$ cat src/inc/lsts_pkg.sv
package lsts_pkg;

  // idle level of the active-low sync pins after reset
  localparam logic SYNC_IDLE_LEVEL   = 1'b1;
  // idle level of the marker pair after reset
  localparam logic MARKER_IDLE_LEVEL = 1'b0;
  // reset values of the request, pulse and tag outputs
  localparam logic PULSE_RESET       = 1'b0;
  localparam logic TAG_RESET         = 1'b0;

  // link bring-up states
  typedef enum logic [1:0] {
    LSTS_ST_IDLE = 2'b00,
    LSTS_ST_CGS  = 2'b01,
    LSTS_ST_ILAS = 2'b10,
    LSTS_ST_DATA = 2'b11
  } lsts_state_t;

  localparam lsts_state_t STATE_RESET = LSTS_ST_IDLE;

  // state of one pin synchroniser
  typedef struct packed {
    logic s1;
    logic s2;
    logic s3;
    logic level;
    logic rise;
    logic fall;
  } lsts_sync_state_t;

  // state of the selection and bring-up logic
  typedef struct packed {
    lsts_state_t st;
    logic        prev_high;
    logic        sync_request;
    logic        ilas_start;
    logic        nco_sync;
    logic        marker_pulse;
    logic        marker_tag;
  } lsts_main_state_t;

endpackage : lsts_pkg

$ cat src/inc/lsts_edge_if.sv
`timescale 1ns/1ps
// cleaned level and edges of one synchronised pin
interface lsts_edge_if;
  logic level;
  logic rise;
  logic fall;
  modport src (output level, output rise, output fall);
  modport dst (input level, input rise, input fall);
endinterface : lsts_edge_if

$ cat src/design/lsts_pin_sync.sv
`timescale 1ns/1ps
module lsts_pin_sync
  import lsts_pkg::*;
#(
  parameter logic RESET_LEVEL = 1'b1
) (
  // clock and reset
  input wire logic     clk,
  input wire logic     rst,
  // raw pin
  input wire logic     raw_in,
  // cleaned result
  lsts_edge_if.src     edge_o
);

  lsts_sync_state_t q;
  lsts_sync_state_t d;

  ////////////////////////////////////////////////////////////////////////////
  // three stages; level moves only once stages two and three agree
  always_comb begin
    d       = q;
    d.s1    = raw_in;
    d.s2    = q.s1;
    d.s3    = q.s2;
    d.rise  = 1'b0;
    d.fall  = 1'b0;
    if (q.s2 == q.s3) begin
      d.level = q.s2;
      d.rise  = q.s2 & ~q.level;
      d.fall  = ~q.s2 & q.level;
    end
  end

  // register the whole state
  always_ff @(posedge clk or posedge rst) begin
    if (rst) begin
      q <= '{s1: RESET_LEVEL, s2: RESET_LEVEL, s3: RESET_LEVEL,
             level: RESET_LEVEL, rise: 1'b0, fall: 1'b0};
    end else begin
      q <= d;
    end
  end

  assign edge_o.level = q.level;
  assign edge_o.rise  = q.rise;
  assign edge_o.fall  = q.fall;

  ////////////////////////////////////////////////////////////////////////////
  AST_PIN_FILTER_RISE: assert property (@(posedge clk) disable iff (rst)
    q.rise |-> q.level && !$past(q.level) && $past(q.s2) && $past(q.s3))
    else $error("rise pulse without agreed high stages");

  AST_PIN_FILTER_HOLD: assert property (@(posedge clk) disable iff (rst)
    $past(q.s2) != $past(q.s3) |-> $stable(q.level))
    else $error("level moved while stages disagreed");

endmodule : lsts_pin_sync

$ cat src/design/lsts_top.sv
`timescale 1ns/1ps
// How it works
// [RL1] In 8b/10b modes with source select 0 the active-low single-ended pin carries the request.
// [RL2] In 64b/66b modes the sync request never starts link bring-up.
// [RL3] In 64b/66b modes a falling sync level gives an oscillator synchronisation pulse.
// [RL4] A low sync level in 8b/10b modes starts code group synchronisation.
// [RL5] Lane alignment starts only on the rising sync edge that ends code group sync.
// [RL6] With source select 1 the request comes from the differential marker pair.
// [RL7] With marker enable set the differential pair tags the sample it coincides with.
// [RL8] The pair may be sync source and marker at once, feeding the sync level into the tag.
// [RL9] The pair used as sync source is active low, like the single-ended pin.
// [RL10] The pair is ignored for sync and marking unless its receiver enable is set.
// [RL11] With the pair selected, the single-ended pin is disregarded entirely.
module lsts_top
  import lsts_pkg::*;
(
  // clock and reset
  input wire logic  clk,
  input wire logic  rst,
  // sync and marker pins, already buffered to logic levels
  input wire logic  single_ended_sync_in,
  input wire logic  marker_diff_in,
  // configuration bits
  input wire logic  link_mode_64b66b,
  input wire logic  sync_source_select,
  input wire logic  marker_enable,
  input wire logic  marker_receiver_enable,
  // link bring-up status
  output logic      sync_request,
  output logic      cgs_active,
  output logic      ilas_start,
  output logic      link_data_phase,
  // oscillator synchronisation
  output logic      nco_sync_pulse,
  // sample marking
  output logic      marker_pulse,
  output logic      marker_tag
);

  lsts_main_state_t q;
  lsts_main_state_t d;

  // cleaned pins
  lsts_edge_if se_edge ();
  lsts_edge_if df_edge ();

  // selected sync level, high means no request
  logic sync_high;
  // pair level seen through its receiver enable
  logic diff_seen;
  // edges of the selected sync level
  logic sync_rose;
  logic sync_fell;
  // marker path is live
  logic marker_live;

  ////////////////////////////////////////////////////////////////////////////
  // pin synchronisers
  lsts_pin_sync #(
    .RESET_LEVEL (SYNC_IDLE_LEVEL)
  ) u_se_sync (
    .clk    (clk),
    .rst    (rst),
    .raw_in (single_ended_sync_in),
    .edge_o (se_edge)
  );

  lsts_pin_sync #(
    .RESET_LEVEL (MARKER_IDLE_LEVEL)
  ) u_df_sync (
    .clk    (clk),
    .rst    (rst),
    .raw_in (marker_diff_in),
    .edge_o (df_edge)
  );

  ////////////////////////////////////////////////////////////////////////////
  // source selection
  always_comb begin
    // disabled receiver reads as released sync
    diff_seen = marker_receiver_enable ? df_edge.level : 1'b1;  // see [RL10]
    if (sync_source_select) begin
      // pair is active low like the pin; pin ignored here
      sync_high = diff_seen;  // see [RL6] see [RL9] see [RL11]
    end else begin
      sync_high = se_edge.level;  // see [RL1]
    end
  end

  // edges against the previous selected level
  assign sync_rose   = sync_high & ~q.prev_high;
  assign sync_fell   = ~sync_high & q.prev_high;
  // marking needs both its enable and the receiver
  assign marker_live = marker_enable & marker_receiver_enable;  // see [RL7] see [RL10]

  ////////////////////////////////////////////////////////////////////////////
  // bring-up state machine and pulse generation
  always_comb begin
    d              = q;
    d.prev_high    = sync_high;
    d.sync_request = ~sync_high;
    d.ilas_start   = 1'b0;
    d.nco_sync     = 1'b0;
    d.marker_pulse = 1'b0;
    d.marker_tag   = TAG_RESET;
    if (link_mode_64b66b) begin
      // 66b framing: sync drives oscillators only
      d.st       = LSTS_ST_IDLE;  // see [RL2]
      d.nco_sync = sync_fell;  // see [RL3]
    end else begin
      unique case (q.st)
        LSTS_ST_IDLE: begin
          if (!sync_high) begin
            d.st = LSTS_ST_CGS;  // see [RL4]
          end
        end
        LSTS_ST_CGS: begin
          if (sync_rose) begin
            d.st         = LSTS_ST_ILAS;  // see [RL5]
            d.ilas_start = 1'b1;  // see [RL5]
          end
        end
        LSTS_ST_ILAS: begin
          if (!sync_high) begin
            d.st = LSTS_ST_CGS;
          end else begin
            d.st = LSTS_ST_DATA;
          end
        end
        LSTS_ST_DATA: begin
          // receiver may re-request at any time
          if (!sync_high) begin
            d.st = LSTS_ST_CGS;  // see [RL4]
          end
        end
      endcase
    end
    // sample marking follows the pair level, sync included
    if (marker_live) begin
      d.marker_tag   = df_edge.level;  // see [RL7] see [RL8]
      d.marker_pulse = df_edge.rise;  // see [RL7]
    end
  end

  // register the whole state
  always_ff @(posedge clk or posedge rst) begin
    if (rst) begin
      q <= '{st: STATE_RESET, prev_high: SYNC_IDLE_LEVEL,
             sync_request: PULSE_RESET, ilas_start: PULSE_RESET,
             nco_sync: PULSE_RESET, marker_pulse: PULSE_RESET,
             marker_tag: TAG_RESET};
    end else begin
      q <= d;
    end
  end

  ////////////////////////////////////////////////////////////////////////////
  // outputs straight from state
  assign sync_request    = q.sync_request;
  assign cgs_active      = (q.st == LSTS_ST_CGS);
  assign ilas_start      = q.ilas_start;
  assign link_data_phase = (q.st == LSTS_ST_DATA);
  assign nco_sync_pulse  = q.nco_sync;
  assign marker_pulse    = q.marker_pulse;
  assign marker_tag      = q.marker_tag;

  ////////////////////////////////////////////////////////////////////////////
  // single-ended low in 8b/10b with select 0 enters code group sync
  AST_SE_REQUEST: assert property (@(posedge clk) disable iff (rst)  // see [RL1]
    (!link_mode_64b66b && !sync_source_select && !se_edge.level)
      |=> (q.st == LSTS_ST_CGS) && q.sync_request)
    else $error("single-ended low did not start code group sync");

  // 66b mode holds the machine idle and never starts alignment
  AST_66B_NO_INIT: assert property (@(posedge clk) disable iff (rst)  // see [RL2]
    link_mode_64b66b |=> (q.st == LSTS_ST_IDLE) && !q.ilas_start)
    else $error("link bring-up moved in 64b/66b mode");

  // 66b mode turns a falling sync level into one oscillator pulse
  AST_66B_NCO_PULSE: assert property (@(posedge clk) disable iff (rst)  // see [RL3]
    (link_mode_64b66b && sync_fell) |=> q.nco_sync ##1 !q.nco_sync)
    else $error("missing or stretched oscillator sync pulse");

  // no oscillator pulse outside 66b mode
  AST_8B_NO_NCO: assert property (@(posedge clk) disable iff (rst)  // see [RL3]
    !link_mode_64b66b |=> !q.nco_sync)
    else $error("oscillator pulse in 8b/10b mode");

  // a held low request keeps the machine in code group sync
  AST_CGS_HOLD: assert property (@(posedge clk) disable iff (rst)  // see [RL4]
    (!link_mode_64b66b && !sync_high) [*2] |=> cgs_active)
    else $error("low sync did not hold code group sync");

  // alignment starts only from code group sync on a rising edge
  AST_ILAS_CAUSE: assert property (@(posedge clk) disable iff (rst)  // see [RL5]
    q.ilas_start |-> $past(q.st) == LSTS_ST_CGS && $past(sync_rose)
      && !$past(link_mode_64b66b))
    else $error("alignment start without rising edge from code group sync");

  // the rising edge out of code group sync starts alignment, then data, or code group sync again if the level drops
  AST_ILAS_SEQUENCE: assert property (@(posedge clk) disable iff (rst)  // see [RL5]
    (!link_mode_64b66b && q.st == LSTS_ST_CGS && sync_rose)
      |=> q.ilas_start ##1 (!q.ilas_start && (link_data_phase || cgs_active
      || q.st == LSTS_ST_IDLE)))
    else $error("alignment sequence did not follow the rising edge");

  // pair low with select 1 and receiver on enters code group sync
  AST_DIFF_REQUEST: assert property (@(posedge clk) disable iff (rst)  // see [RL6] see [RL9]
    (!link_mode_64b66b && sync_source_select && marker_receiver_enable
      && !df_edge.level) |=> cgs_active)
    else $error("differential low did not start code group sync");

  // pair high means released, even with the single-ended pin low
  AST_DIFF_IGNORES_SE: assert property (@(posedge clk) disable iff (rst)  // see [RL9] see [RL11]
    (!link_mode_64b66b && sync_source_select && marker_receiver_enable
      && df_edge.level && !se_edge.level && q.st == LSTS_ST_IDLE)
      |=> q.st == LSTS_ST_IDLE && !q.sync_request)
    else $error("single-ended pin leaked through with pair selected");

  // marker rising edge gives a one-cycle sample mark
  AST_MARKER_PULSE: assert property (@(posedge clk) disable iff (rst)  // see [RL7]
    (marker_live && df_edge.rise) |=> q.marker_pulse ##1 !q.marker_pulse)
    else $error("marker edge did not give a single pulse");

  // shared use: the tag mirrors the sync level on the pair
  AST_SHARED_TAG: assert property (@(posedge clk) disable iff (rst)  // see [RL8]
    (sync_source_select && marker_live)
      |=> q.marker_tag == $past(df_edge.level)
      && q.sync_request == !$past(df_edge.level))
    else $error("shared pair did not feed sync level into the tag");

  // receiver off: pair gives no marks and no request
  AST_RX_DISABLED: assert property (@(posedge clk) disable iff (rst)  // see [RL10]
    !marker_receiver_enable |=> !q.marker_pulse && !q.marker_tag
      && (!$past(sync_source_select) || !q.sync_request))
    else $error("pair acted with its receiver disabled");

  ////////////////////////////////////////////////////////////////////////////
  // alignment start lasts exactly one cycle
  AST_ILAS_ONE_CYCLE: assert property (@(posedge clk) disable iff (rst)  // see [RL5]
    q.ilas_start |=> !q.ilas_start)
    else $error("alignment start held longer than one cycle");

  // oscillator pulse only from a falling level in 66b mode
  AST_NCO_CAUSE: assert property (@(posedge clk) disable iff (rst)  // see [RL3]
    q.nco_sync |-> $past(link_mode_64b66b) && $past(sync_fell))
    else $error("oscillator pulse without a falling sync level");

  // sample mark only from a live pair edge
  AST_MARKER_CAUSE: assert property (@(posedge clk) disable iff (rst)  // see [RL7] see [RL10]
    q.marker_pulse |-> $past(marker_live) && $past(df_edge.rise))
    else $error("sample mark without a live pair edge");

  // live marking copies the cleaned pair level into the tag
  AST_TAG_FOLLOWS_PAIR: assert property (@(posedge clk) disable iff (rst)  // see [RL7]
    marker_live |=> q.marker_tag == $past(df_edge.level))
    else $error("tag does not follow the pair level");

  // marking off gives neither tag nor mark
  AST_TAG_IDLE: assert property (@(posedge clk) disable iff (rst)  // see [RL7]
    !marker_enable |=> !q.marker_tag && !q.marker_pulse)
    else $error("tag or mark with marking disabled");

  // select 0: request is the inverted single-ended level
  AST_SE_TO_REQ: assert property (@(posedge clk) disable iff (rst)  // see [RL1]
    !sync_source_select |=> q.sync_request == !$past(se_edge.level))
    else $error("request does not follow the single-ended pin");

  // select 1 with receiver on: request is the inverted pair level
  AST_PAIR_TO_REQ: assert property (@(posedge clk) disable iff (rst)  // see [RL6] see [RL9]
    (sync_source_select && marker_receiver_enable)
      |=> q.sync_request == !$past(df_edge.level))
    else $error("request does not follow the pair");

  // pair selected with its receiver off reads as released
  AST_RX_OFF_RELEASED: assert property (@(posedge clk) disable iff (rst)  // see [RL10]
    (sync_source_select && !marker_receiver_enable) |=> !q.sync_request && !q.nco_sync)
    else $error("disabled pair gave a sync request");

  // select 1: the single-ended pin plays no part in the request
  AST_SE_IGNORED: assert property (@(posedge clk) disable iff (rst)  // see [RL11]
    sync_source_select |=> q.sync_request == !$past(diff_seen))
    else $error("single-ended pin reached the request with pair selected");

  // 66b mode shows neither code group sync nor data phase
  AST_66B_NO_PHASE: assert property (@(posedge clk) disable iff (rst)  // see [RL2]
    link_mode_64b66b |=> !cgs_active && !link_data_phase)
    else $error("bring-up phase shown in 64b/66b mode");

  // data phase is entered only through alignment
  AST_DATA_ENTRY: assert property (@(posedge clk) disable iff (rst)  // see [RL5]
    $rose(link_data_phase) |-> $past(q.st) == LSTS_ST_ILAS)
    else $error("data phase entered without alignment");

  // in 8b/10b modes code group sync is left only on a rising edge
  AST_CGS_STAYS: assert property (@(posedge clk) disable iff (rst)  // see [RL5]
    (!link_mode_64b66b && cgs_active && !sync_rose) |=> cgs_active)
    else $error("code group sync left without a rising edge");

  // a released line leaves the idle machine alone
  AST_IDLE_HIGH_STAYS: assert property (@(posedge clk) disable iff (rst)  // see [RL4]
    (!link_mode_64b66b && q.st == LSTS_ST_IDLE && sync_high) |=> q.st == LSTS_ST_IDLE)
    else $error("idle machine moved without a request");

  // a new low request in data phase goes back to code group sync
  AST_DATA_REREQUEST: assert property (@(posedge clk) disable iff (rst)  // see [RL4]
    (!link_mode_64b66b && link_data_phase && !sync_high) |=> cgs_active)
    else $error("request in data phase did not restart code group sync");

endmodule : lsts_top

$ cat config.mk
export PLATFORM = sky130hd
export DESIGN_NAME = lsts_top
export DESIGN_NICKNAME = d
export VERILOG_FILES = /design/src/inc/lsts_pkg.sv /design/src/inc/lsts_edge_if.sv /design/src/design/lsts_pin_sync.sv /design/src/design/lsts_top.sv
export SDC_FILE = /design/constraint.sdc
export NUM_CORES = 1
export LEC_CHECK = 0
export BUFFER_PORTS_ARGS = -buffer_cell sky130_fd_sc_hd__buf_2
export CELL_PAD_IN_SITES_DETAIL_PLACEMENT = 1
export CELL_PAD_IN_SITES_GLOBAL_PLACEMENT = 1
export CORE_MARGIN = 2
export CORE_UTILIZATION = 35
export CTS_BUF_LIST = sky130_fd_sc_hd__clkbuf_4
export CTS_CLUSTER_DIAMETER = 150
export DETAILED_ROUTE_END_ITERATION = 16
export GPL_ROUTABILITY_DRIVEN = 0
export HOLD_SLACK_MARGIN = 0.08
export PLACE_DENSITY = 0.68
export SYNTH_ARGS = -nofsm -noshare
export SYNTH_HDL_FRONTEND = slang
export SYNTH_SLANG_ARGS = --single-unit
$ cat constraint.sdc
create_clock -name clk -period 3.6 [get_ports clk]
set_clock_uncertainty 0.2 [all_clocks]
set_input_delay 0.72 -clock clk [delete_from_list [all_inputs] [get_ports clk]]
set_output_delay 0.72 -clock clk [all_outputs]
set_load 0.02 [all_outputs]
# After elaboration in Yosys (flattened, before gate mapping)
# Cells that the tools add are included.
# word_totals
ff_bits	17
inputBits	8
out_inout_bits	7
# classes
eq_ne	7
mux	13
bitwise_logic	9
n_reduce_logical	3
# op_table
operator	n
2-bit two-way mux	6
1-bit two-way mux	6
2-bit one-hot mux with 3 select lines	1
1-bit bitwise AND	5
2-bit == test, second input constant	2
1-bit NOT	4
3-bit by 2-bit inequality test with 1-bit output, second input constant	1
3-bit inequality test, second input constant	1
1-bit == test	2
2-bit by 1-bit == test with 1-bit output, second input constant	1
2-bit logical NOT	1
2-bit AND reduction	1
2-bit OR reduction	1

# Longest topological paths before layout
# Gate-level depths: netlist (run 1).
# depth
ltp_word	6
ltp_mapped	6
mapped_depth_nobuf	6

# Hierarchy
# From an unflattened synthesis (run 1), not the netlist that was laid out.
# unflattened
cells_unflattened	56
area_unflattened_um2	767.0
# modules_own_cells
mod	instances	cells_each	area_per_inst_um2	seq_area_each_um2
lsts_top	1	36	396.6	201.4
lsts_pin_sync (u_se_sync)	1	10	187.7	155.1
lsts_pin_sync (u_df_sync)	1	10	182.7	150.1

# Worst setup path before layout (run 1)
# No wires, ideal clock.
# synth_path
path_kind	in2reg
startpoint	in marker_receiver_enable
endpoint	reg q[7] (netlist bit)
t_arrival_ns	1.368
t_required_ns	3.275
setup_slack_ns	1.907
stages	4
cell_sequence	and3b_1 > nor2_1 > o21ai_2 > mux2_4
# synth_via
elab_chain_len	5
elab_cells_between_ends	9
# synth_rtl
element	line_no	rtl
from (decl)	lsts_top.sv:27	input wire logic marker_receiver_enable,
1-bit two-way mux *	lsts_top.sv:81	diff_seen = marker_receiver_enable ? df_edge.level : 1'b1;
1-bit two-way mux *	lsts_top.sv:82	if (sync_source_select) begin
2-bit two-way mux / 1-bit bitwise AND (equally long branches)	lsts_top.sv:124, lsts_top.sv:91	
2-bit one-hot mux with 3 select lines / 3-bit by 2-bit inequality test with 1-bit output (equally long branches)	-	
2-bit two-way mux / 2-bit AND reduction (equally long branches)	-	
to (signal assigned)	lsts_top.sv:148	q <= '{st: STATE_RESET, prev_high: SYNC_IDLE_LEVEL,
to (decl)	lsts_top.sv:40	lsts_main_state_t q;
# Every way passes the cells marked *; elsewhere a longest branch is shown, timed or not.
# A chain may end at the register's enable or synchronous reset.

# Final worst setup path (run 1)
# layout_path
startpoint	reg q[7] (netlist bit)
endpoint	out cgs_active
# layout_via
elab_chain_len	1
# layout_rtl
element	line_no	rtl
2-bit by 1-bit == test with 1-bit output	lsts_top.sv:160	assign cgs_active = (q.st == LSTS_ST_CGS);
to (decl)	lsts_top.sv:30	output logic cgs_active,
# Every way passes these cells.

==> metrics.yaml, run 1 <==
outcome: "finished clean"
fillers: 205
max-cap-violations: 0
powerDensity_nw_per_um2: 576
max-vdd-ir-drop_uv: 193
cts_max_level: 1
cts_max_path_buffers: 2
post-route-period-util: 0.579
post-route-min-period_ns: 2.08
synth_cells: 50
clk_latency_ns: 0.28
dpl.hpwl_um: 839
fin_cells: 93
tns_ns: 0
vias: 427
drv_slew: 0
finalWirelength_um: 1060
synth-seq-area-share: 0.657
insertedDiodeCount: 0
io_pins: 15
start_kind: "flip-flop"
core-area_um2: 1750
setup_violations: 0
tightest_slew_ns: 0.603
slowest_stage: "dfrtp_1"
grt_use_total: 0.126
multi_input_area_um2: 203
worst_ep_arrival_time_ns: 1.16
fmax_mhz: 480
synthesis.nets: 62
cts.sinks: 17
cts_resized: 0
drive_above_1_share: 0.397
relSlewSlack: 0.598
seq_area_um2: 432
yosysWarningCount: 0
hold_class: "flip-flop to flip-flop"
final_cell_mix: "14 x buf_2, 12 x dfrtp_1, 6 x inv_1, 5 x dfstp_2"
drc: 0
die_w_um: 47.3
final_common_cell: "buf_2"
dieHeight_um: 47.3
clk_transition_reported_paths_ns: 0.09
nets: 81
cp_cell_sequence: "inv_1 -> ha_1 -> buf_2"
cp.buffers_inverters: 2
yosysUniqueCellTypes: 18
area_growth_pct: 20.0
hold_viol: 0
drt_iter0_markers: 1
crit_family: "flip-flops"
die-area_um2: 2240
dp.cells: 89
cts_buffers: 3
synth_area_um2: 657
portBuffers: 14
synth.avg_cell_area_um2: 13.1
synth-seq-cells: 17
grt_pass1_wl_um: 1930
antenna_found_initial: 0
grt_max_degree: 18
tritoncts: "yes"
start_util: 0.376
p_leak_nw: 0.418
rsz0062_at_grt: "no"
cpPeakStageDelay_ns: 0.43
wire_per_inst_um: 11.4
avgViaCountPerCell: 4.59
holdBufCountCts: 0
rows: 15
ant_nets: 0
critPathCaptureType: "primary output"
drtPass1Iterations: 2
critPathRequiredTime_ns: 2.68
crit_type: "flip-flop to primary output"
cts_root_buf: "clkbuf_4"
grt_pass1_vias: 476
overflow: 0
cts_setup_buffers: 0
crit_fanout: 4
[kinds of logic after synthesis]
kind of cell | count (synthesis) | synth area share
flip-flops | 17 | 0.657
AO/OA/AOI/OAI | 9 | 0.0990
multiplexers | 1 | 0.0229
AND/OR/NAND/NOR | 12 | 0.0952
buffers and inverters | 6 | 0.0343
adder cells (fa/ha/maj) | 5 | 0.0914
[registers in the layout, summed over array words and instances (netlist names)]
name                    flops
u_df_sync.d                 2
u_df_sync.q                 1
marker_tag                  1
u_se_sync.q                 1
u_se_sync.d                 2
marker_pulse                1
u_df_sync.edge_o.level      1
sync_request                1
u_se_sync.edge_o.level      1
ilas_start                  1
nco_sync_pulse              1
u_df_sync.edge_o.rise       1
q                           3
[power by group]
| group | switching [mW] | leakage, nW | internal (mW) | total, mW |
|---|---|---|---|---|
| registers | 0.0182 | 0.205 | 0.214 | 0.233 |
| logic | 0.0644 | 0.195 | 0.0536 | 0.118 |
| clock network | 0.0528 | 0.0184 | 0.0505 | 0.103 |
[layout make-up]
cell class	instances	area share
multi-input combinational	27	0.257
inverter	6	0.0286
timing repair buffer	14	0.0889
sequential	17	0.548
clock buffer	4	0.0381
tap	25	0.0397
[stage by stage]
stage                     instance area (µm²)  hold WS, ns  power, mW  utilization  worst slack [ns]
final                                     788        0.155      0.454        0.452              1.52
after global routing                      788        0.165      0.492        0.452              1.44
after CTS                                 788        0.161      0.465        0.452              1.49
after detailed placement                  758        0.138      0.356        0.434              1.71
after global placement                    758        0.134      0.353        0.434              1.73
after floorplan                           657        0.131      0.323            -              1.91
[synth_stat cells]
master | n | area, µm²
ha_1 | 4 | 50.1
dfrtp_1 | 12 | 300
maj3_1 | 1 | 10.0
inv_1 | 6 | 22.5
nand3b_1 | 1 | 7.51
o21ai_2 | 2 | 17.5
nor3_1 | 1 | 5.00
a32o_2 | 1 | 11.3
and3_1 | 3 | 18.8
o21ai_0 | 3 | 15.0
o21bai_1 | 1 | 7.51
nor2_1 | 3 | 11.3
mux2_4 | 1 | 15.0
a21oi_1 | 1 | 5.00
and3b_1 | 1 | 8.76
nand2_1 | 3 | 11.3
o2111ai_1 | 1 | 8.76
dfstp_2 | 5 | 131
[routing by layer]
| metal | global-route usage | share of wire | vias to the layer above |
|---|---|---|---|
| met4 | 0.0722 | 0.013 | 0 |
| met3 | 0.0385 | 0.038 | 2 |
| li1 | - | - | 206 |
| met5 | 0 | 0 | - |
| met1 | 0.141 | 0.44 | 209 |
| met2 | 0.211 | 0.51 | 10 |
[worst register-to-register path, cell delays in order, from the launching register on]
cell and delay, ns:
dfrtp_1 0.42, inv_1 0.06, ha_1 0.30, o2111ai_1 0.18
o21ai_2 0.13, mux2_4 0.31
[worst paths after layout]
kind,from,to,cells after the start,slack (ns)
max reg2reg,q[6],q[7],5,1.88
max,q[7],cgs_active,3,1.52
min reg2reg,u_df_sync.d[4],u_df_sync.d[3],0,0.16
max in group asynchronous,rst,ilas_start,2,2.51
min in group asynchronous,rst,u_df_sync.d[4],2,0.29
min,u_df_sync.d[4],u_df_sync.d[3],0,0.16
Power figures use the tool's default switching activity.
==> run 2, diff against run 1 <==
- ABC_AREA: default -> 1
- PLACE_DENSITY: 0.68 -> 0.71
- clock period: 3.6 -> 1.85 ns (I/O delays scaled with it)
==> run 2 against run 1 <==
Compared with the run above: worst hold slack worse by 0.051 ns; non-clock buffer count increased by 4; first-iteration DRC count decreased by 100%; sequential power is 92% higher; register-to-register slack got worse by 1.5 ns; combinational power is 110% higher; sequential share of layout area decreased by 4.7 points; clock-buffer cell count shrank 1; highest routed layer unchanged.
==> metrics.yaml, run 2 <==
finalWirelength_um: 1070  # +0.56%
die-area_um2: 2340  # +4.4%
start_util: 0.362  # -0.0145
synth_most_common_cell: "dfrtp_1"
drt_iter0_markers: 0  # -1
ant_nets: 0  # unchanged
hold_class: "input pin to flip-flop"
wire_per_inst_um: 9.82  # -14%
powerDensity_nw_per_um2: 1050  # +82%
max-vdd-ir-drop_uv: 393  # +100%
fillers: 235  # +15%
nets: 95  # +17%
tightest_slew_ns: 0.622  # +0.0191 ns
avgViaCountPerCell: 4.11  # -10%
rsz0062_at_grt: "no"
outcome: "finished clean"
drtPass1Iterations: 1  # -1
cts.sinks: 17  # unchanged
synth-seq-cells: 17  # unchanged
io_pins: 15  # unchanged
vias: 448  # +4.9%
rows: 16  # +1
dieHeight_um: 48.3  # +2.2%
holdBufCountCts: 4  # +4
clk_transition_reported_paths_ns: 0.11  # +0.02 ns
yosysUniqueCellTypes: 18  # unchanged
portBuffers: 14  # unchanged
reg2regPathDepth: 7  # +2
cts_resized: 0  # unchanged
p_leak_nw: 0.455  # +8.9%
synth.avg_cell_area_um2: 11.5  # -13%
synth_cells: 60  # +20%
drc: 0  # unchanged
drive_above_1_share: 0.427  # +0.0298
cts_setup_buffers: 0  # unchanged
regMostFlops: "q"
synth_area_leaders: "dfrtp_1 44%, dfstp_2 19%, ha_1 7.3%, inv_1 4.9%, nand2_1 3.3%"
netSwitchingFraction: 0.342  # +0.0439
hold_viol: 0  # unchanged
largest_reg_flops: 3  # unchanged
synth_flop_cell: "dfrtp_1"
grt_pass1_vias: 527  # +11%
synth_edf_count: 0  # unchanged
critPathCaptureType: "primary output"
fmax_mhz: 589
cts_root_buf: "clkbuf_4"
place_area_um2: 792  # +4.5%
synthesis.nets: 72  # +16%
pwr-share-seq: 0.495  # -0.018
grt_use_total: 0.117  # -0.00867
grt_max_degree: 18  # unchanged
overflow: 0  # unchanged
drv_slew: 0  # unchanged
post-route-min-period_ns: 1.70
relSlewSlack: 0.585  # -0.0127
cts_buffers: 3  # unchanged
clockPowerShare: 0.232  # +0.004
core-area_um2: 1900  # +9.0%
start_kind: "flip-flop"
crit_fanout: 4  # unchanged
tns_ns: 0  # unchanged
yosysTopAreaCellShare: 0.436  # -0.0208
crit_type: "flip-flop to primary output"
postLayoutCoreUtil: 0.453  # +0.00168
final_common_cell: "buf_2"
stdcell_area_um2: 862  # +9.4%
die_w_um: 48.3  # +2.2%
yosysWarningCount: 0  # unchanged
final_cell_mix: "14 x buf_2, 12 x dfrtp_1, 9 x inv_1, 6 x nand2_1, 6 x nor2_1"
synth_area_um2: 688  # +4.8%
dpl.hpwl_um: 812  # -3.2%
async_flop_share: 1.00  # unchanged
comb_power_share: 0.274  # +0.014
area_growth_pct: 25.3
antenna_found_initial: 0  # unchanged
holdPathStages: 3  # +3
synth_common_cells: "12 x dfrtp_1, 9 x inv_1, 6 x nand2_1, 6 x nor2_1, 5 x dfstp_2"
insertedDiodeCount: 0  # unchanged
post-route-period-util: 0.918
critPathRequiredTime_ns: 1.28  # -1.40 ns
cts_max_level: 1  # unchanged
setup_violations: 0  # unchanged
synth_top_cell_by_area: "dfrtp_1"
clk_latency_ns: 0.30  # +0.02 ns
grt_pass1_wl_um: 2110  # +9.3%
p_sw_mw: 0.310  # +130%
worst_ep_arrival_time_ns: 1.13  # -0.03 ns
max-cap-violations: 0  # unchanged
synth-seq-area-share: 0.627  # -0.0299
cts_max_path_buffers: 2  # unchanged
intPower_mw: 0.595  # +87%
tritoncts: "yes"
[run 2: power by group through the flow]
stage          logic, mW  clock network (mW)  registers, mW
6_report           0.248               0.210          0.448
5_1_grt            0.288               0.241          0.456
4_1_cts            0.254               0.225          0.449
3_5_place_dp       0.246                   0          0.457
3_3_place_gp       0.235                   0          0.454
2_1_floorplan      0.181                   0          0.458
[run 2: final timing paths]
| kind | startpoint | end | slack [ns] |
|---|---|---|---|
| setup / recovery | q[7] | cgs_active | 0.15 |
| hold reg to reg | u_df_sync.d[4] | u_df_sync.d[3] | 0.16 |
| hold / removal | marker_enable | marker_tag | 0.10 |
| max in group asynchronous | rst | ilas_start | 0.58 |
| setup reg to reg | q[6] | q[7] | 0.38 |
| min in group asynchronous | rst | u_df_sync.q[3] | 0.47 |
[run 2: cell families (layout without fill, tap and decap cells)]
kind of cell | after synthesis | after routing | share of synthesized area
simple gates | 23 | 23 | 0.193
flops | 17 | 17 | 0.627
buf+inv | 12 | 34 | 0.0654
fa+ha+maj | 5 | 5 | 0.0873
compound gates | 3 | 3 | 0.0273
[run 2: metrics by stage]
step           hold slack [ns]  power, mW  setup WS, ns  cells
3_5_place_dp             0.140      0.703         0.384    101
3_3_place_gp             0.135      0.689         0.463    101
2_1_floorplan           0.0924      0.639         0.424     60
5_1_grt                  0.109      0.985        0.0616    109
4_1_cts                 0.0910      0.928         0.123    109
6_report                 0.104      0.905         0.151    109
[run 2: layout make-up]
class,instances,area [µm²],area share
Multi-Input combinational cell,31,211,0.245
Tap cell,27,33.8,0.0392
Clock buffer,3,22.5,0.0261
Timing Repair Buffer,18,110,0.128
Inverter,12,45.0,0.0522
Sequential cell,17,432,0.501
Clock inverter,1,7.51,0.00871
[run 2: metal layers]
layer / global-route usage / wire (µm)
met5: 0 / 0
met4: 0.0714 / 14
met3: 0.0401 / 62
met2: 0.192 / 497
met1: 0.132 / 496
[run 2: critical path, stage by stage (launching register included)]
cell and delay [ns]:
dfrtp_1 0.41, inv_1 0.08, ha_1 0.19, buf_2 0.16
